$ cat src/hw/pss_pkg.sv
// constants, field layouts and carrier types of the serial packet server
// assumes one 40 MHz clock and a packet parser that checks the checksum
//
// Functional notes
// system info: two 8-byte version strings, length 16
// port info: seven fields in order, length 17
// result byte first, zero means success
// current and voltage sent high byte first
// circular event queue, newest overwrites oldest
// all events in one reply, length three per event
// at most 85 events in one reply
// host polls with the event fetch routine
// bad checksum or unknown routine: no reply
// host retries or gives up after one second
// every 30 seconds save changed configuration
// link deaf and mute during flash backup
// event: type, signed first, unsigned second parameter
// port or supply number in second parameter
// signed system status codes, negative means error
// system status change raises an event
// port status codes zero to six
// returned events leave the queue
package pss_pkg;

    // ==========================================================
    // timing
    localparam int unsigned CLK_HZ             = 40_000_000;
    localparam int unsigned BACKUP_PERIOD_S    = 30;
    localparam int unsigned BACKUP_CYCLES      = CLK_HZ * BACKUP_PERIOD_S;
    localparam int unsigned FLASH_WRITE_CYCLES = 1000;

    // ==========================================================
    // routine codes and reply sizes
    localparam logic [7:0] routine_code_system_info = 8'h01;
    localparam logic [7:0] routine_code_port_info   = 8'h02;
    localparam logic [7:0] routine_code_event_fetch = 8'h03;
    localparam logic [7:0] LEN_SYSTEM_INFO          = 8'h10;
    localparam logic [7:0] LEN_PORT_INFO            = 8'h11;
    localparam logic [7:0] EVENT_BYTES              = 8'h03;
    localparam logic [7:0] MAX_EVENTS               = 8'h55;
    localparam int unsigned EVQ_DEPTH               = 85;
    localparam logic [7:0] VERSION_BYTES            = 8'h08;

    // ==========================================================
    // event types, system and port status codes
    localparam logic [7:0] EVT_SYSTEM       = 8'h01;
    localparam logic [7:0] EVT_PORT         = 8'h02;
    localparam logic [7:0] EVT_SUPPLY       = 8'h04;
    localparam logic [7:0] EVT_ERROR        = 8'h08;
    localparam logic [7:0] EVT_INFO         = 8'h10;
    localparam logic [7:0] SYS_OK           = 8'h00;
    localparam logic [7:0] SYS_INIT_FAIL    = 8'hff;
    localparam logic [7:0] system_state_undervoltage = 8'hfe;
    localparam logic [7:0] SYS_OVER_TEMP    = 8'hfd;
    localparam logic [7:0] system_state_link_lost    = 8'hfc;
    // port status codes
    localparam logic [7:0] PORT_DISABLED    = 8'h00;
    localparam logic [7:0] PORT_POWERED_ON  = 8'h01;
    localparam logic [7:0] PORT_POWERED_OFF = 8'h02;
    localparam logic [7:0] PORT_DENIED      = 8'h03;
    localparam logic [7:0] PORT_BLOCKED     = 8'h04;
    localparam logic [7:0] PORT_FORCED_ON   = 8'h05;
    localparam logic [7:0] PORT_FORCED_OFF  = 8'h06;

    // ==========================================================
    // register map, byte addresses
    localparam logic [4:0] REG_CONFIG     = 5'h00;
    localparam logic [4:0] REG_SAVED      = 5'h04;
    localparam logic [4:0] REG_STATUS     = 5'h08;
    localparam logic [4:0] REG_IRQ_STATUS = 5'h0c;
    localparam logic [4:0] REG_IRQ_MASK   = 5'h10;
    localparam logic [31:0] CONFIG_RESET  = 32'h0000_0000;
    localparam int STS_BACKUP_BIT = 0;
    localparam int STS_TX_BIT     = 1;
    localparam int STS_COUNT_LSB  = 8;
    localparam int IRQ_EVENT_BIT  = 0;
    localparam int IRQ_LOST_BIT   = 1;
    localparam int IRQ_DROP_BIT   = 2;
    localparam int IRQ_SAVED_BIT  = 3;
    localparam int IRQ_BITS       = 4;

    // ==========================================================
    // carriers
    typedef struct packed {
        logic [7:0] kind;
        logic [7:0] event_param_first;
        logic [7:0] event_param_second;
    } pss_event_type;

    typedef struct packed {
        logic [7:0]  result;
        logic [7:0]  detection;
        logic [7:0]  classification;
        logic [15:0] current;
        logic [15:0] supply_voltage_field;
        logic [15:0] silicon_version;
        logic [63:0] firmware_version;
    } pss_port_info_type;

endpackage : pss_pkg

$ cat src/hw/pss_event_queue.sv
// circular event store with overwrite of the oldest entry when full
// assumes a synchronously released reset and one pop per cycle at most
`timescale 1ns/1ps
module pss_event_queue #(
    parameter int unsigned DEPTH = pss_pkg::EVQ_DEPTH
) (
    input  wire logic                   clk,
    input  wire logic                   rst_n,
    input  wire logic                   push,
    input  pss_pkg::pss_event_type      push_data,
    input  wire logic                   pop,
    output pss_pkg::pss_event_type      head,
    output logic [7:0]                  count,
    output logic                        overwrote
);
    localparam int AW = $clog2(DEPTH);

    typedef struct packed {
        logic [DEPTH-1:0][23:0] mem;
        logic [AW-1:0]          rd;
        logic [7:0]             cnt;
    } pss_evq_state_type;

    pss_evq_state_type q;
    pss_evq_state_type n;

    function automatic logic [AW-1:0] wrap(input int unsigned v);
        wrap = (v >= DEPTH) ? AW'(v - DEPTH) : AW'(v);
    endfunction : wrap
    logic full;
    logic do_pop;

    assign full      = (q.cnt == 8'(DEPTH));
    assign do_pop    = pop && (q.cnt != 8'h00);
    assign head      = pss_pkg::pss_event_type'(q.mem[q.rd]);
    assign count     = q.cnt;
    // oldest lost
    assign overwrote = push && full && !do_pop;

    always_comb
    begin
        n = q;
        if (push)
        begin
            // circular store
            n.mem[wrap(int'(q.rd) + int'(q.cnt))] = push_data;
        end
        if (do_pop || overwrote)
        begin
            n.rd = wrap(int'(q.rd) + 1);
        end
        if (push && !full && !do_pop)
        begin
            n.cnt = q.cnt + 8'h01;
        end
        else if (!push && do_pop)
        begin
            n.cnt = q.cnt - 8'h01;
        end
    end

    always_ff @(posedge clk or negedge rst_n)
    begin
        if (!rst_n)
        begin
            q <= '0;
        end
        else
        begin
            q <= n;
        end
    end

endmodule : pss_event_queue

$ cat src/hw/pss_server.sv
// serial packet server: answers parsed requests with formatted replies
// assumes a parser upstream that frames packets and checks the checksum;
// the reply stream is routine, length, then the data bytes
`timescale 1ns/1ps
module pss_server #(
    parameter int unsigned BACKUP_CYCLES  = pss_pkg::BACKUP_CYCLES,
    parameter int unsigned FLASH_CYCLES   = pss_pkg::FLASH_WRITE_CYCLES,
    parameter int unsigned EVQ_DEPTH      = pss_pkg::EVQ_DEPTH,
    parameter logic [63:0] MANAGER_VER    = 64'h7631_2e30_0000_0000,
    parameter logic [63:0] PLATFORM_VER   = 64'h7631_2e30_0000_0000
) (
    input  wire logic                   clk,
    input  wire logic                   rst_n,
    input  wire logic [4:0]             avs_address,
    input  wire logic                   avs_read,
    input  wire logic                   avs_write,
    input  wire logic [31:0]            avs_writedata,
    input  wire logic [3:0]             avs_byteenable,
    output logic [31:0]                 avs_readdata,
    output logic                        avs_waitrequest,
    output logic                        irq,
    input  wire logic                   rx_valid,
    output logic                        rx_ready,
    input  wire logic [7:0]             rx_routine,
    input  wire logic                   rx_checksum_ok,
    input  pss_pkg::pss_port_info_type  port_info,
    input  wire logic                   ev_valid,
    input  pss_pkg::pss_event_type      ev_data,
    input  wire logic [7:0]             sys_status,
    output logic                        tx_valid,
    input  wire logic                   tx_ready,
    output logic [7:0]                  tx_data,
    output logic                        tx_last,
    output logic                        backup_busy
);
    // ==========================================================
    // types and state
    typedef enum logic [2:0] {
        ST_IDLE  = 3'b001,
        ST_SEND  = 3'b010,
        ST_FLASH = 3'b100
    } pss_state_type;

    typedef struct packed {
        pss_state_type              state;
        logic [7:0]                 routine;
        logic [7:0]                 length;
        logic [7:0]                 idx;
        logic [1:0]                 ev_sub;
        pss_pkg::pss_event_type     ev_hold;
        pss_pkg::pss_port_info_type pinfo;
        logic                       tx_valid;
        logic [7:0]                 tx_data;
        logic                       tx_last;
        logic [31:0]                tick_cnt;
        logic [31:0]                flash_cnt;
        logic                       backup_due;
        logic [31:0]                config_w;
        logic [31:0]                saved;
        logic [7:0]                 last_sys;
        logic [pss_pkg::IRQ_BITS-1:0] irq_sts;
        logic [pss_pkg::IRQ_BITS-1:0] irq_mask;
        logic                       rd_ack;
        logic [31:0]                rdata;
    } pss_main_state_type;

    pss_main_state_type q;
    pss_main_state_type n;

    // ==========================================================
    // reset release
    logic [1:0] rst_sync_q;
    logic       rst_int_n;

    always_ff @(posedge clk or negedge rst_n)
    begin
        if (!rst_n)
        begin
            rst_sync_q <= 2'b00;
        end
        else
        begin
            rst_sync_q <= {rst_sync_q[0], 1'b1};
        end
    end
    assign rst_int_n = rst_sync_q[1];

    // ==========================================================
    // event queue
    logic                   evq_push;
    pss_pkg::pss_event_type evq_in;
    logic                   evq_pop;
    pss_pkg::pss_event_type evq_head;
    logic [7:0]             evq_count;
    logic                   evq_lost;

    pss_event_queue #(
        .DEPTH      (EVQ_DEPTH)
    ) u_evq (
        .clk        (clk),
        .rst_n      (rst_int_n),
        .push       (evq_push),
        .push_data  (evq_in),
        .pop        (evq_pop),
        .head       (evq_head),
        .count      (evq_count),
        .overwrote  (evq_lost)
    );

    // system status change
    always_comb
    begin
        evq_push = ev_valid || (sys_status != q.last_sys);
        evq_in   = ev_data;
        if (!ev_valid)
        begin
            // system event layout
            evq_in.kind               = pss_pkg::EVT_SYSTEM;
            // signed status code
            evq_in.event_param_first  = sys_status;
            evq_in.event_param_second = 8'h00;
        end
    end

    // ==========================================================
    // reply byte selection
    function automatic logic [7:0] str_byte(input logic [63:0] s,
                                            input logic [7:0]  k);
        str_byte = s[8'd63 - {k[2:0], 3'b000} -: 8];
    endfunction : str_byte

    // port record order
    function automatic logic [7:0] port_byte(
        input pss_pkg::pss_port_info_type p,
        input logic [7:0]                 k);
        case (k)
            // result leads
            8'd0:    port_byte = p.result;
            8'd1:    port_byte = p.detection;
            8'd2:    port_byte = p.classification;
            // high byte first
            8'd3:    port_byte = p.current[15:8];
            8'd4:    port_byte = p.current[7:0];
            8'd5:    port_byte = p.supply_voltage_field[15:8];
            8'd6:    port_byte = p.supply_voltage_field[7:0];
            8'd7:    port_byte = p.silicon_version[15:8];
            8'd8:    port_byte = p.silicon_version[7:0];
            default: port_byte = str_byte(p.firmware_version, k - 8'd9);
        endcase
    endfunction : port_byte

    // ==========================================================
    // next state
    logic        bus_wr;
    logic [31:0] wmask;
    logic        routine_ok;
    logic        accept;
    logic [7:0]  nidx;
    logic [7:0]  dbyte;
    logic [7:0]  ev_take;
    logic        start_backup;
    logic [pss_pkg::IRQ_BITS-1:0] irq_set;
    logic [pss_pkg::IRQ_BITS-1:0] irq_clr;

    assign routine_ok = (rx_routine == pss_pkg::routine_code_system_info)
                     || (rx_routine == pss_pkg::routine_code_port_info)
                     || (rx_routine == pss_pkg::routine_code_event_fetch);
    // only when changed
    assign start_backup = (q.state == ST_IDLE) && q.backup_due
                       && (q.config_w != q.saved);
    // deaf while saving
    assign rx_ready = rst_int_n && (q.state == ST_IDLE) && !q.backup_due;
    assign accept   = q.tx_valid && tx_ready;
    assign nidx     = q.idx + 8'h01;
    assign bus_wr   = avs_write;
    assign wmask    = {{8{avs_byteenable[3]}}, {8{avs_byteenable[2]}},
                       {8{avs_byteenable[1]}}, {8{avs_byteenable[0]}}};
    // cap at 85
    assign ev_take  = (evq_count > pss_pkg::MAX_EVENTS) ?
                      pss_pkg::MAX_EVENTS : evq_count;

    always_comb
    begin
        n       = q;
        evq_pop = 1'b0;
        dbyte   = 8'h00;
        irq_set = '0;
        irq_clr = '0;
        irq_set[pss_pkg::IRQ_EVENT_BIT] = evq_push;
        irq_set[pss_pkg::IRQ_LOST_BIT]  = evq_lost;
        if (!ev_valid)
        begin
            n.last_sys = sys_status;
        end

        // periodic check
        if (q.tick_cnt >= BACKUP_CYCLES - 1)
        begin
            n.tick_cnt   = 32'h0;
            n.backup_due = 1'b1;
        end
        else
        begin
            n.tick_cnt = q.tick_cnt + 32'h1;
        end

        case (q.state)
            ST_IDLE:
            begin
                if (start_backup)
                begin
                    n.state     = ST_FLASH;
                    n.flash_cnt = 32'h0;
                    n.saved     = q.config_w;
                end
                else if (q.backup_due)
                begin
                    n.backup_due = 1'b0;
                end
                else if (rx_valid)
                begin
                    // silent drop
                    if (!rx_checksum_ok || !routine_ok)
                    begin
                        irq_set[pss_pkg::IRQ_DROP_BIT] = 1'b1;
                    end
                    else
                    begin
                        n.state    = ST_SEND;
                        n.routine  = rx_routine;
                        n.pinfo    = port_info;
                        n.idx      = 8'h00;
                        n.ev_sub   = 2'b00;
                        n.tx_valid = 1'b1;
                        n.tx_data  = rx_routine;
                        n.tx_last  = 1'b0;
                        if (rx_routine == pss_pkg::routine_code_system_info)
                        begin
                            // length 16
                            n.length = pss_pkg::LEN_SYSTEM_INFO;
                        end
                        else if (rx_routine == pss_pkg::routine_code_port_info)
                        begin
                            // length 17
                            n.length = pss_pkg::LEN_PORT_INFO;
                        end
                        else
                        begin
                            // three bytes each
                            n.length = 8'(ev_take * pss_pkg::EVENT_BYTES);
                        end
                    end
                end
            end
            ST_SEND:
            begin
                if (accept)
                begin
                    if (q.tx_last)
                    begin
                        n.tx_valid = 1'b0;
                        n.tx_last  = 1'b0;
                        n.state    = ST_IDLE;
                    end
                    else
                    begin
                        n.idx     = nidx;
                        n.tx_last = (nidx == q.length + 8'h01);
                        if (nidx == 8'h01)
                        begin
                            dbyte = q.length;
                        end
                        else if (q.routine == pss_pkg::routine_code_system_info)
                        begin
                            // manager then platform
                            if (nidx - 8'h02 < pss_pkg::VERSION_BYTES)
                            begin
                                dbyte = str_byte(MANAGER_VER, nidx - 8'h02);
                            end
                            else
                            begin
                                dbyte = str_byte(PLATFORM_VER, nidx - 8'h0a);
                            end
                        end
                        else if (q.routine == pss_pkg::routine_code_port_info)
                        begin
                            dbyte = port_byte(q.pinfo, nidx - 8'h02);
                        end
                        else
                        begin
                            case (q.ev_sub)
                                2'b00:
                                begin
                                    // drain as sent
                                    evq_pop   = 1'b1;
                                    n.ev_hold = evq_head;
                                    dbyte     = evq_head.kind;
                                    n.ev_sub  = 2'b01;
                                end
                                2'b01:
                                begin
                                    dbyte    = q.ev_hold.event_param_first;
                                    n.ev_sub = 2'b10;
                                end
                                default:
                                begin
                                    // port or supply number
                                    dbyte    = q.ev_hold.event_param_second;
                                    n.ev_sub = 2'b00;
                                end
                            endcase
                        end
                        n.tx_data = dbyte;
                    end
                end
            end
            ST_FLASH:
            begin
                // link held off
                if (q.flash_cnt >= FLASH_CYCLES - 1)
                begin
                    n.state      = ST_IDLE;
                    n.backup_due = 1'b0;
                    irq_set[pss_pkg::IRQ_SAVED_BIT] = 1'b1;
                end
                else
                begin
                    n.flash_cnt = q.flash_cnt + 32'h1;
                end
            end
            default:
            begin
                n.state = ST_IDLE;
            end
        endcase

        // ======================================================
        // register writes, set beats clear on the status bits
        if (bus_wr)
        begin
            case (avs_address)
                pss_pkg::REG_CONFIG:
                begin
                    n.config_w = (q.config_w & ~wmask)
                               | (avs_writedata & wmask);
                end
                pss_pkg::REG_IRQ_STATUS:
                begin
                    irq_clr = avs_writedata[pss_pkg::IRQ_BITS-1:0]
                            & wmask[pss_pkg::IRQ_BITS-1:0];
                end
                pss_pkg::REG_IRQ_MASK:
                begin
                    n.irq_mask = (q.irq_mask & ~wmask[pss_pkg::IRQ_BITS-1:0])
                               | (avs_writedata[pss_pkg::IRQ_BITS-1:0]
                                  & wmask[pss_pkg::IRQ_BITS-1:0]);
                end
                default:
                begin
                end
            endcase
        end
        n.irq_sts = (q.irq_sts & ~irq_clr) | irq_set;

        // one wait state on reads, data from a flop
        n.rd_ack = avs_read && !q.rd_ack;
        if (avs_read && !q.rd_ack)
        begin
            case (avs_address)
                pss_pkg::REG_CONFIG:     n.rdata = q.config_w;
                pss_pkg::REG_SAVED:      n.rdata = q.saved;
                pss_pkg::REG_STATUS:
                begin
                    n.rdata = 32'h0;
                    n.rdata[pss_pkg::STS_BACKUP_BIT] = (q.state == ST_FLASH);
                    n.rdata[pss_pkg::STS_TX_BIT]     = (q.state == ST_SEND);
                    n.rdata[pss_pkg::STS_COUNT_LSB +: 8] = evq_count;
                end
                pss_pkg::REG_IRQ_STATUS: n.rdata = 32'(q.irq_sts);
                pss_pkg::REG_IRQ_MASK:   n.rdata = 32'(q.irq_mask);
                default:                 n.rdata = 32'h0;
            endcase
        end
    end

    always_ff @(posedge clk or negedge rst_int_n)
    begin
        if (!rst_int_n)
        begin
            q          <= '0;
            q.state    <= ST_IDLE;
            q.config_w <= pss_pkg::CONFIG_RESET;
            q.saved    <= pss_pkg::CONFIG_RESET;
        end
        else
        begin
            q <= n;
        end
    end

    // ==========================================================
    // outputs
    assign avs_readdata    = q.rdata;
    assign avs_waitrequest = avs_read && !q.rd_ack;
    assign irq             = |(q.irq_sts & q.irq_mask);
    assign tx_valid        = q.tx_valid;
    assign tx_data         = q.tx_data;
    assign tx_last         = q.tx_last;
    assign backup_busy     = (q.state == ST_FLASH);

endmodule : pss_server

$ cat config.mk
export PLATFORM = sky130hd
export DESIGN_NAME = pss_server
export DESIGN_NICKNAME = d
export VERILOG_FILES = /design/src/hw/pss_pkg.sv /design/src/hw/pss_event_queue.sv /design/src/hw/pss_server.sv
export SDC_FILE = /design/constraint.sdc
export NUM_CORES = 2
export LEC_CHECK = 0
export BUFFER_PORTS_ARGS = -buffer_cell sky130_fd_sc_hd__buf_4
export CAP_MARGIN = 20
export CELL_PAD_IN_SITES_DETAIL_PLACEMENT = 1
export CELL_PAD_IN_SITES_GLOBAL_PLACEMENT = 2
export CORE_MARGIN = 2
export CORE_UTILIZATION = 46
export CTS_CLUSTER_SIZE = 24
export DETAILED_ROUTE_END_ITERATION = 6
export GPL_TIMING_DRIVEN = 0
export PLACE_DENSITY_LB_ADDON = 0.3
export SETUP_SLACK_MARGIN = 0.1
export SYNTH_ARGS = -nofsm -noshare
export SYNTH_HDL_FRONTEND = slang
export SYNTH_SLANG_ARGS = --single-unit
$ cat constraint.sdc
create_clock -name clk -period 92.9 [get_ports clk]
set_input_delay 13.935 -clock clk [delete_from_list [all_inputs] [get_ports clk]]
set_output_delay 13.935 -clock clk [all_outputs]
set_load 0.1 [all_outputs]
* Word level (Yosys, flattened, before mapping)
Cells that the tools add are included.
Cells by class: multiply operators 1, add/subtract/negate cells 16, mux-type cells 70, shift operators 3, equality and inequality tests 42, magnitude comparators 9, bitwise gates (word level) 19, reduce and logical (&&, ||, !) cells 44
Operator list (number):
- $bwmux 2040 | 1
- $bmux 24 s7 | 1
- $demux 24 s7 | 1
- $pmux 32 s5 | 1
- $shiftx 71x9->8 const A | 2
- $mux 24 | 4
- $mux 32 | 3
- $mux 29 | 3
- $mux 8 | 10
- $mux 26 | 3
- $pmux 8 s9 | 1
- $shiftx 71x9->8 | 1
- $mux 34 | 2
- $pmux 33 s2 | 1
- $add 32x1->32 const B | 2
- $and 32x32->32 | 2
- $mux 10 | 6
- $eq 8x2->1 const B | 5
- $pmux 10 s2 | 2
- $eq 8x1->1 const B | 4
- $eq 8x3->1 const B | 4
- $ge 32x10->1 const B | 1
- $ge 32x31->1 const B | 1
- $ne 32x32->1 | 1
- other kinds (58) | 142
Word-level totals: logic and storage cells 320, bits in registers 2434, output and inout bits 46, input port bits 225

* Logic depth before layout (Yosys ltp)
depth in word-level cells 12, mapped depth 20, depth with buffers taken out 17

* Cells and area by module
Synthesis repeated with hierarchy kept, for this count alone.
Second synthesis, totals: cells, all modules 7810, area, all modules 114096.9 µm²
Modules (own cells, without submodules):
- pss_event_queue | cells an instance 5861, sequential area each 51424.3 µm², times used 1, area each 95929.5 µm²
- pss_server | cells an instance 1949, sequential area each 9285.2 µm², times used 1, area each 18167.4 µm²

* Worst setup path before layout
OpenSTA, ideal clock, no wires.
path kind reg2out, from register rst_sync_q[1], to output port rx_ready, cell stages (with the launch flop) 2, arrival time 58.856 ns, path slack 20.109 ns, buffers on the path 0, data required time 78.965 ns, cell sequence dfrtp_1 and3b_1
On the way: longest elaborated chain between the ends 2
RTL lines:
- from (decl) | line pss_server.sv:72 | logic [1:0] rst_sync_q;
- from (signal assigned) | line pss_server.sv:83 | rst_sync_q <= {rst_sync_q[0], 1'b1};
- $logic_and 1x1->1 (2 in a row) | line pss_server.sv:172 | assign rx_ready = rst_int_n && (q.state == ST_IDLE) && !q.backup_due;
- to (decl) | line pss_server.sv:23 | output logic rx_ready,
Every way passes these cells.

* Final worst setup path
from input port avs_read, to output port avs_waitrequest
On the way: longest elaborated chain between the ends 1
RTL lines:
- from (decl) | line pss_server.sv:15 | input wire logic avs_read,
- $logic_and 1x1->1 | line pss_server.sv:404 | assign avs_waitrequest = avs_read && !q.rd_ack;
- to (decl) | line pss_server.sv:20 | output logic avs_waitrequest,
Every way passes these cells.

==> flow_metrics.tcl <==
set metrics [dict create \
    cp-end-kind "output pin" \
    worstPathArrival_ns 14.84 \
    gp_congestion 0.929 \
    core_area_um2 243000 \
    timing.fmax_mhz 34.8 \
    max_slew_margin 0.143 \
    clockPowerShare 0.280 \
    p_leak_nw 60.5 \
    grt_max_degree 75 \
    grt_pass1_vias 79100 \
    clockBufferDepth 4 \
    seqPwrFrac 0.403 \
    wl_per_cell_um 32.3 \
    crit_required_ns 78.96 \
    final_common_cell "dfrtp_1" \
    period_share 0.310 \
    portBuffers 267 \
    yosysTopAreaCell "dfrtp_1" \
    critPathMaxFanout 7 \
    yosysWarnings 0 \
    setup_viol 0 \
    final_nets 8682 \
    totalNegativeSetupSlack_ns 0 \
    tritoncts "done" \
    drv_cap 0 \
    yosysUniqueCellTypes 89 \
    p_comb_frac 0.317 \
    drcViolationCount 0 \
    worst-r2r-setup-slack_ns 83.62 \
    crit_cells 5 \
    finalHoldViolations 0 \
    io_pins 271 \
    reg2reg_from "u_evq.q[9]$_DFFE_PN0P_" \
    switching_share 0.317 \
    r2r_cells 20 \
    rsz0062_at_grt "false" \
    slowest_stage "clkbuf_1" \
    worst_slew_pin_slew_ns 1.29 \
    finalCriticalPeriod_ns 28.77 \
    crit_buf_inv 4 \
    dp_hpwl_um 280000 \
    synth_top_area_share 0.539 \
    clk_pin_slew_worst_paths_ns 0.06 \
    final_antenna_net_count 0 \
    clkSinkCount 2426 \
    drt_iter0_markers 5580 \
    numCtsBuffers 285 \
    powerDensity_nw_per_um2 30.5 \
    vias 72100 \
    cts_resized 0 \
    ys_seq_area_frac 0.539 \
    cpPeakStageDelay_ns 0.33 \
    postCtsSetupRepairBufs 0 \
    grt.total_usage 0.307 \
    synthArstFlopShare 1.00 \
    die_area_um2 249000 \
    reg2reg_to "u_evq.q[57]$_DFFE_PN0P_" \
    htree_levels 5 \
    path_common_cell "buf_4" \
    status "finished, final reports clean" \
    min_path_type "reg2async" \
    vias_per_cell 6.10 \
    drive_gt1_frac 0.441 \
    synth_area_um2 113000 \
    layout_common_cells "dfrtp_1 (2424), mux2_2 (2054), nand2_1 (689), mux4_2 (637), clkbuf_1 (468)" \
    ys_top_cells_by_area "dfrtp_1 (54%), mux2_2 (21%), mux4_2 (13%)" \
    synth_nets 8031 \
    synth_edf_count 0 \
    syn_to_final_growth_pct 15.2 \
    root_buffer "clkbuf_16" \
    ys.flop_type "dfrtp_1" \
    finalMaxSlewViolations 0 \
    globalRouteOverflowTotal 0 \
    finalClockSkew_ns 0.0402 \
    p_switching_w 0.00125 \
    syn-mean-instance-area_um2 14.5 \
    hold_buffers 0 \
    path_class "in2out" \
    peakVddDrop_mv 0.0218 \
    antenna_found_initial 10 \
    final_cells 11800 \
    grt_pass1_wl_um 557000 \
    post-place-cells 11300 \
    fin_util 0.533 \
    die_w_um 499 \
    clk_latency_ns 0.93 \
    die_y_um 499 \
    internal_power_w 0.00270 \
    drtPass1Iterations 5 \
    ys_ff_latch 2426 \
    path_cells "buf_4 > nand2b_1 > clkbuf_1 > inv_1 > buf_4" \
    syn_inst 7769 \
    rows 181 \
    critPathTopFamily "buffers and inverters" \
    whs_ns 0.253 \
    drt_wl_total_um 381000 \
    start_util 0.463 \
    cp-start-kind "input pin" \
]
-- cell usage after synthesis, drive strengths merged (51+ instances only) --
library cell and count:
nor2 151, mux2 2118, mux4 637, a21oi 54, xnor2 51, o21ai 118
xor2 71, a22oi 75, and2 51, buf 310, dfrtp 2425, nand3 90
a31oi 55, nand2 697, clkbuf 419
-- cells by family (layout without fill, tap and decap cells) --
| group | after synthesis | in the layout | share of synthesized area |
|---|---|---|---|
| muxes | 2785 | 2785 | 0.342 |
| DFF | 2426 | 2426 | 0.539 |
| and+or+nand+nor | 1184 | 1184 | 0.0474 |
| buffers and inverters | 765 | 1611 | 0.0305 |
| AOI/OAI and AO/OA | 448 | 448 | 0.0267 |
| xor gates and xnor gates | 122 | 122 | 0.00949 |
| adders and majority gates | 37 | 37 | 0.00431 |
| other | 2 | 8 | 0.0000667 |
-- per-layer routing --
metal / wire, µm / GRT usage / vias to the layer above
met3: 19700 / 0.0501 / 812
li1: - / - / 29700
met1: 158000 / 0.404 / 39400
met4: 22000 / 0.152 / 14
met5: 89 / 0 / -
met2: 181000 / 0.496 / 2192
-- stage by stage --
step | power, W | cell area, µm² | setup WS (ns)
global route | 0.00411 | 130000 | 64.06
CTS | 0.00395 | 130000 | 64.11
global placement | 0.00278 | 119000 | -5.40
detailed placement | 0.00284 | 120000 | 64.15
finish | 0.00395 | 130000 | 64.13
floorplan | 0.00243 | 113000 | 20.11
-- area by class of cell --
cell class	instances	area, µm²
antenna	6	15.0
clock inverter	57	589
clock buffer	425	8530
buffer	729	3340
inverter	36	135
tap	3202	4010
fill	23400	114000
timing repair buffer	364	3970
multi-input combinational	4578	48400
sequential	2426	60700
-- worst reg2reg max path: stages, from the launching register on --
cell	delay, ns
dfrtp_1	0.41
clkbuf_1	0.76
buf_2	0.57
buf_1	0.89
inv_1	0.38
clkbuf_1	0.56
clkbuf_1	0.46
buf_8	0.26
fa_1	0.47
xnor2_1	0.73
o21ai_1	0.17
o21ai_0	0.12
a21oi_1	0.10
o21ai_1	0.51
buf_4	0.29
nand3_1	0.09
a21oi_1	0.31
buf_2	0.45
nor3b_2	0.68
buf_2	0.52
mux2_2	0.41
-- power by group through the flow --
stage | sequential, W | clock [W] | combinational, W
2_1_floorplan | 0.00157 | 0 | 0.000857
3_3_place_gp | 0.00162 | 0 | 0.00116
3_5_place_dp | 0.00160 | 0 | 0.00124
4_1_cts | 0.00159 | 0.00112 | 0.00125
5_1_grt | 0.00163 | 0.00116 | 0.00131
6_report | 0.00159 | 0.00111 | 0.00125
-- how the worst max path moves through the flow --
stage,startpoint,end
floorplan,rst_sync_q[1]$_DFF_PN0_,rx_ready
global placement,rst_sync_q[1]$_DFF_PN0_,u_evq.q[1018]$_DFFE_PN0P_
detailed placement,avs_read,avs_waitrequest
CTS,avs_read,avs_waitrequest
global route,avs_read,avs_waitrequest
finish,avs_read,avs_waitrequest
-- flip-flops by register name, summed over array words and instances, names as in the netlist, named ones only --
signal        cells
avs_readdata     32
q               291
rst_sync_q        2
tx_data           8
tx_last           1
tx_valid          1
u_evq.count       8
u_evq.q        2047
Note: power is estimated with default switching activity, not from simulation.
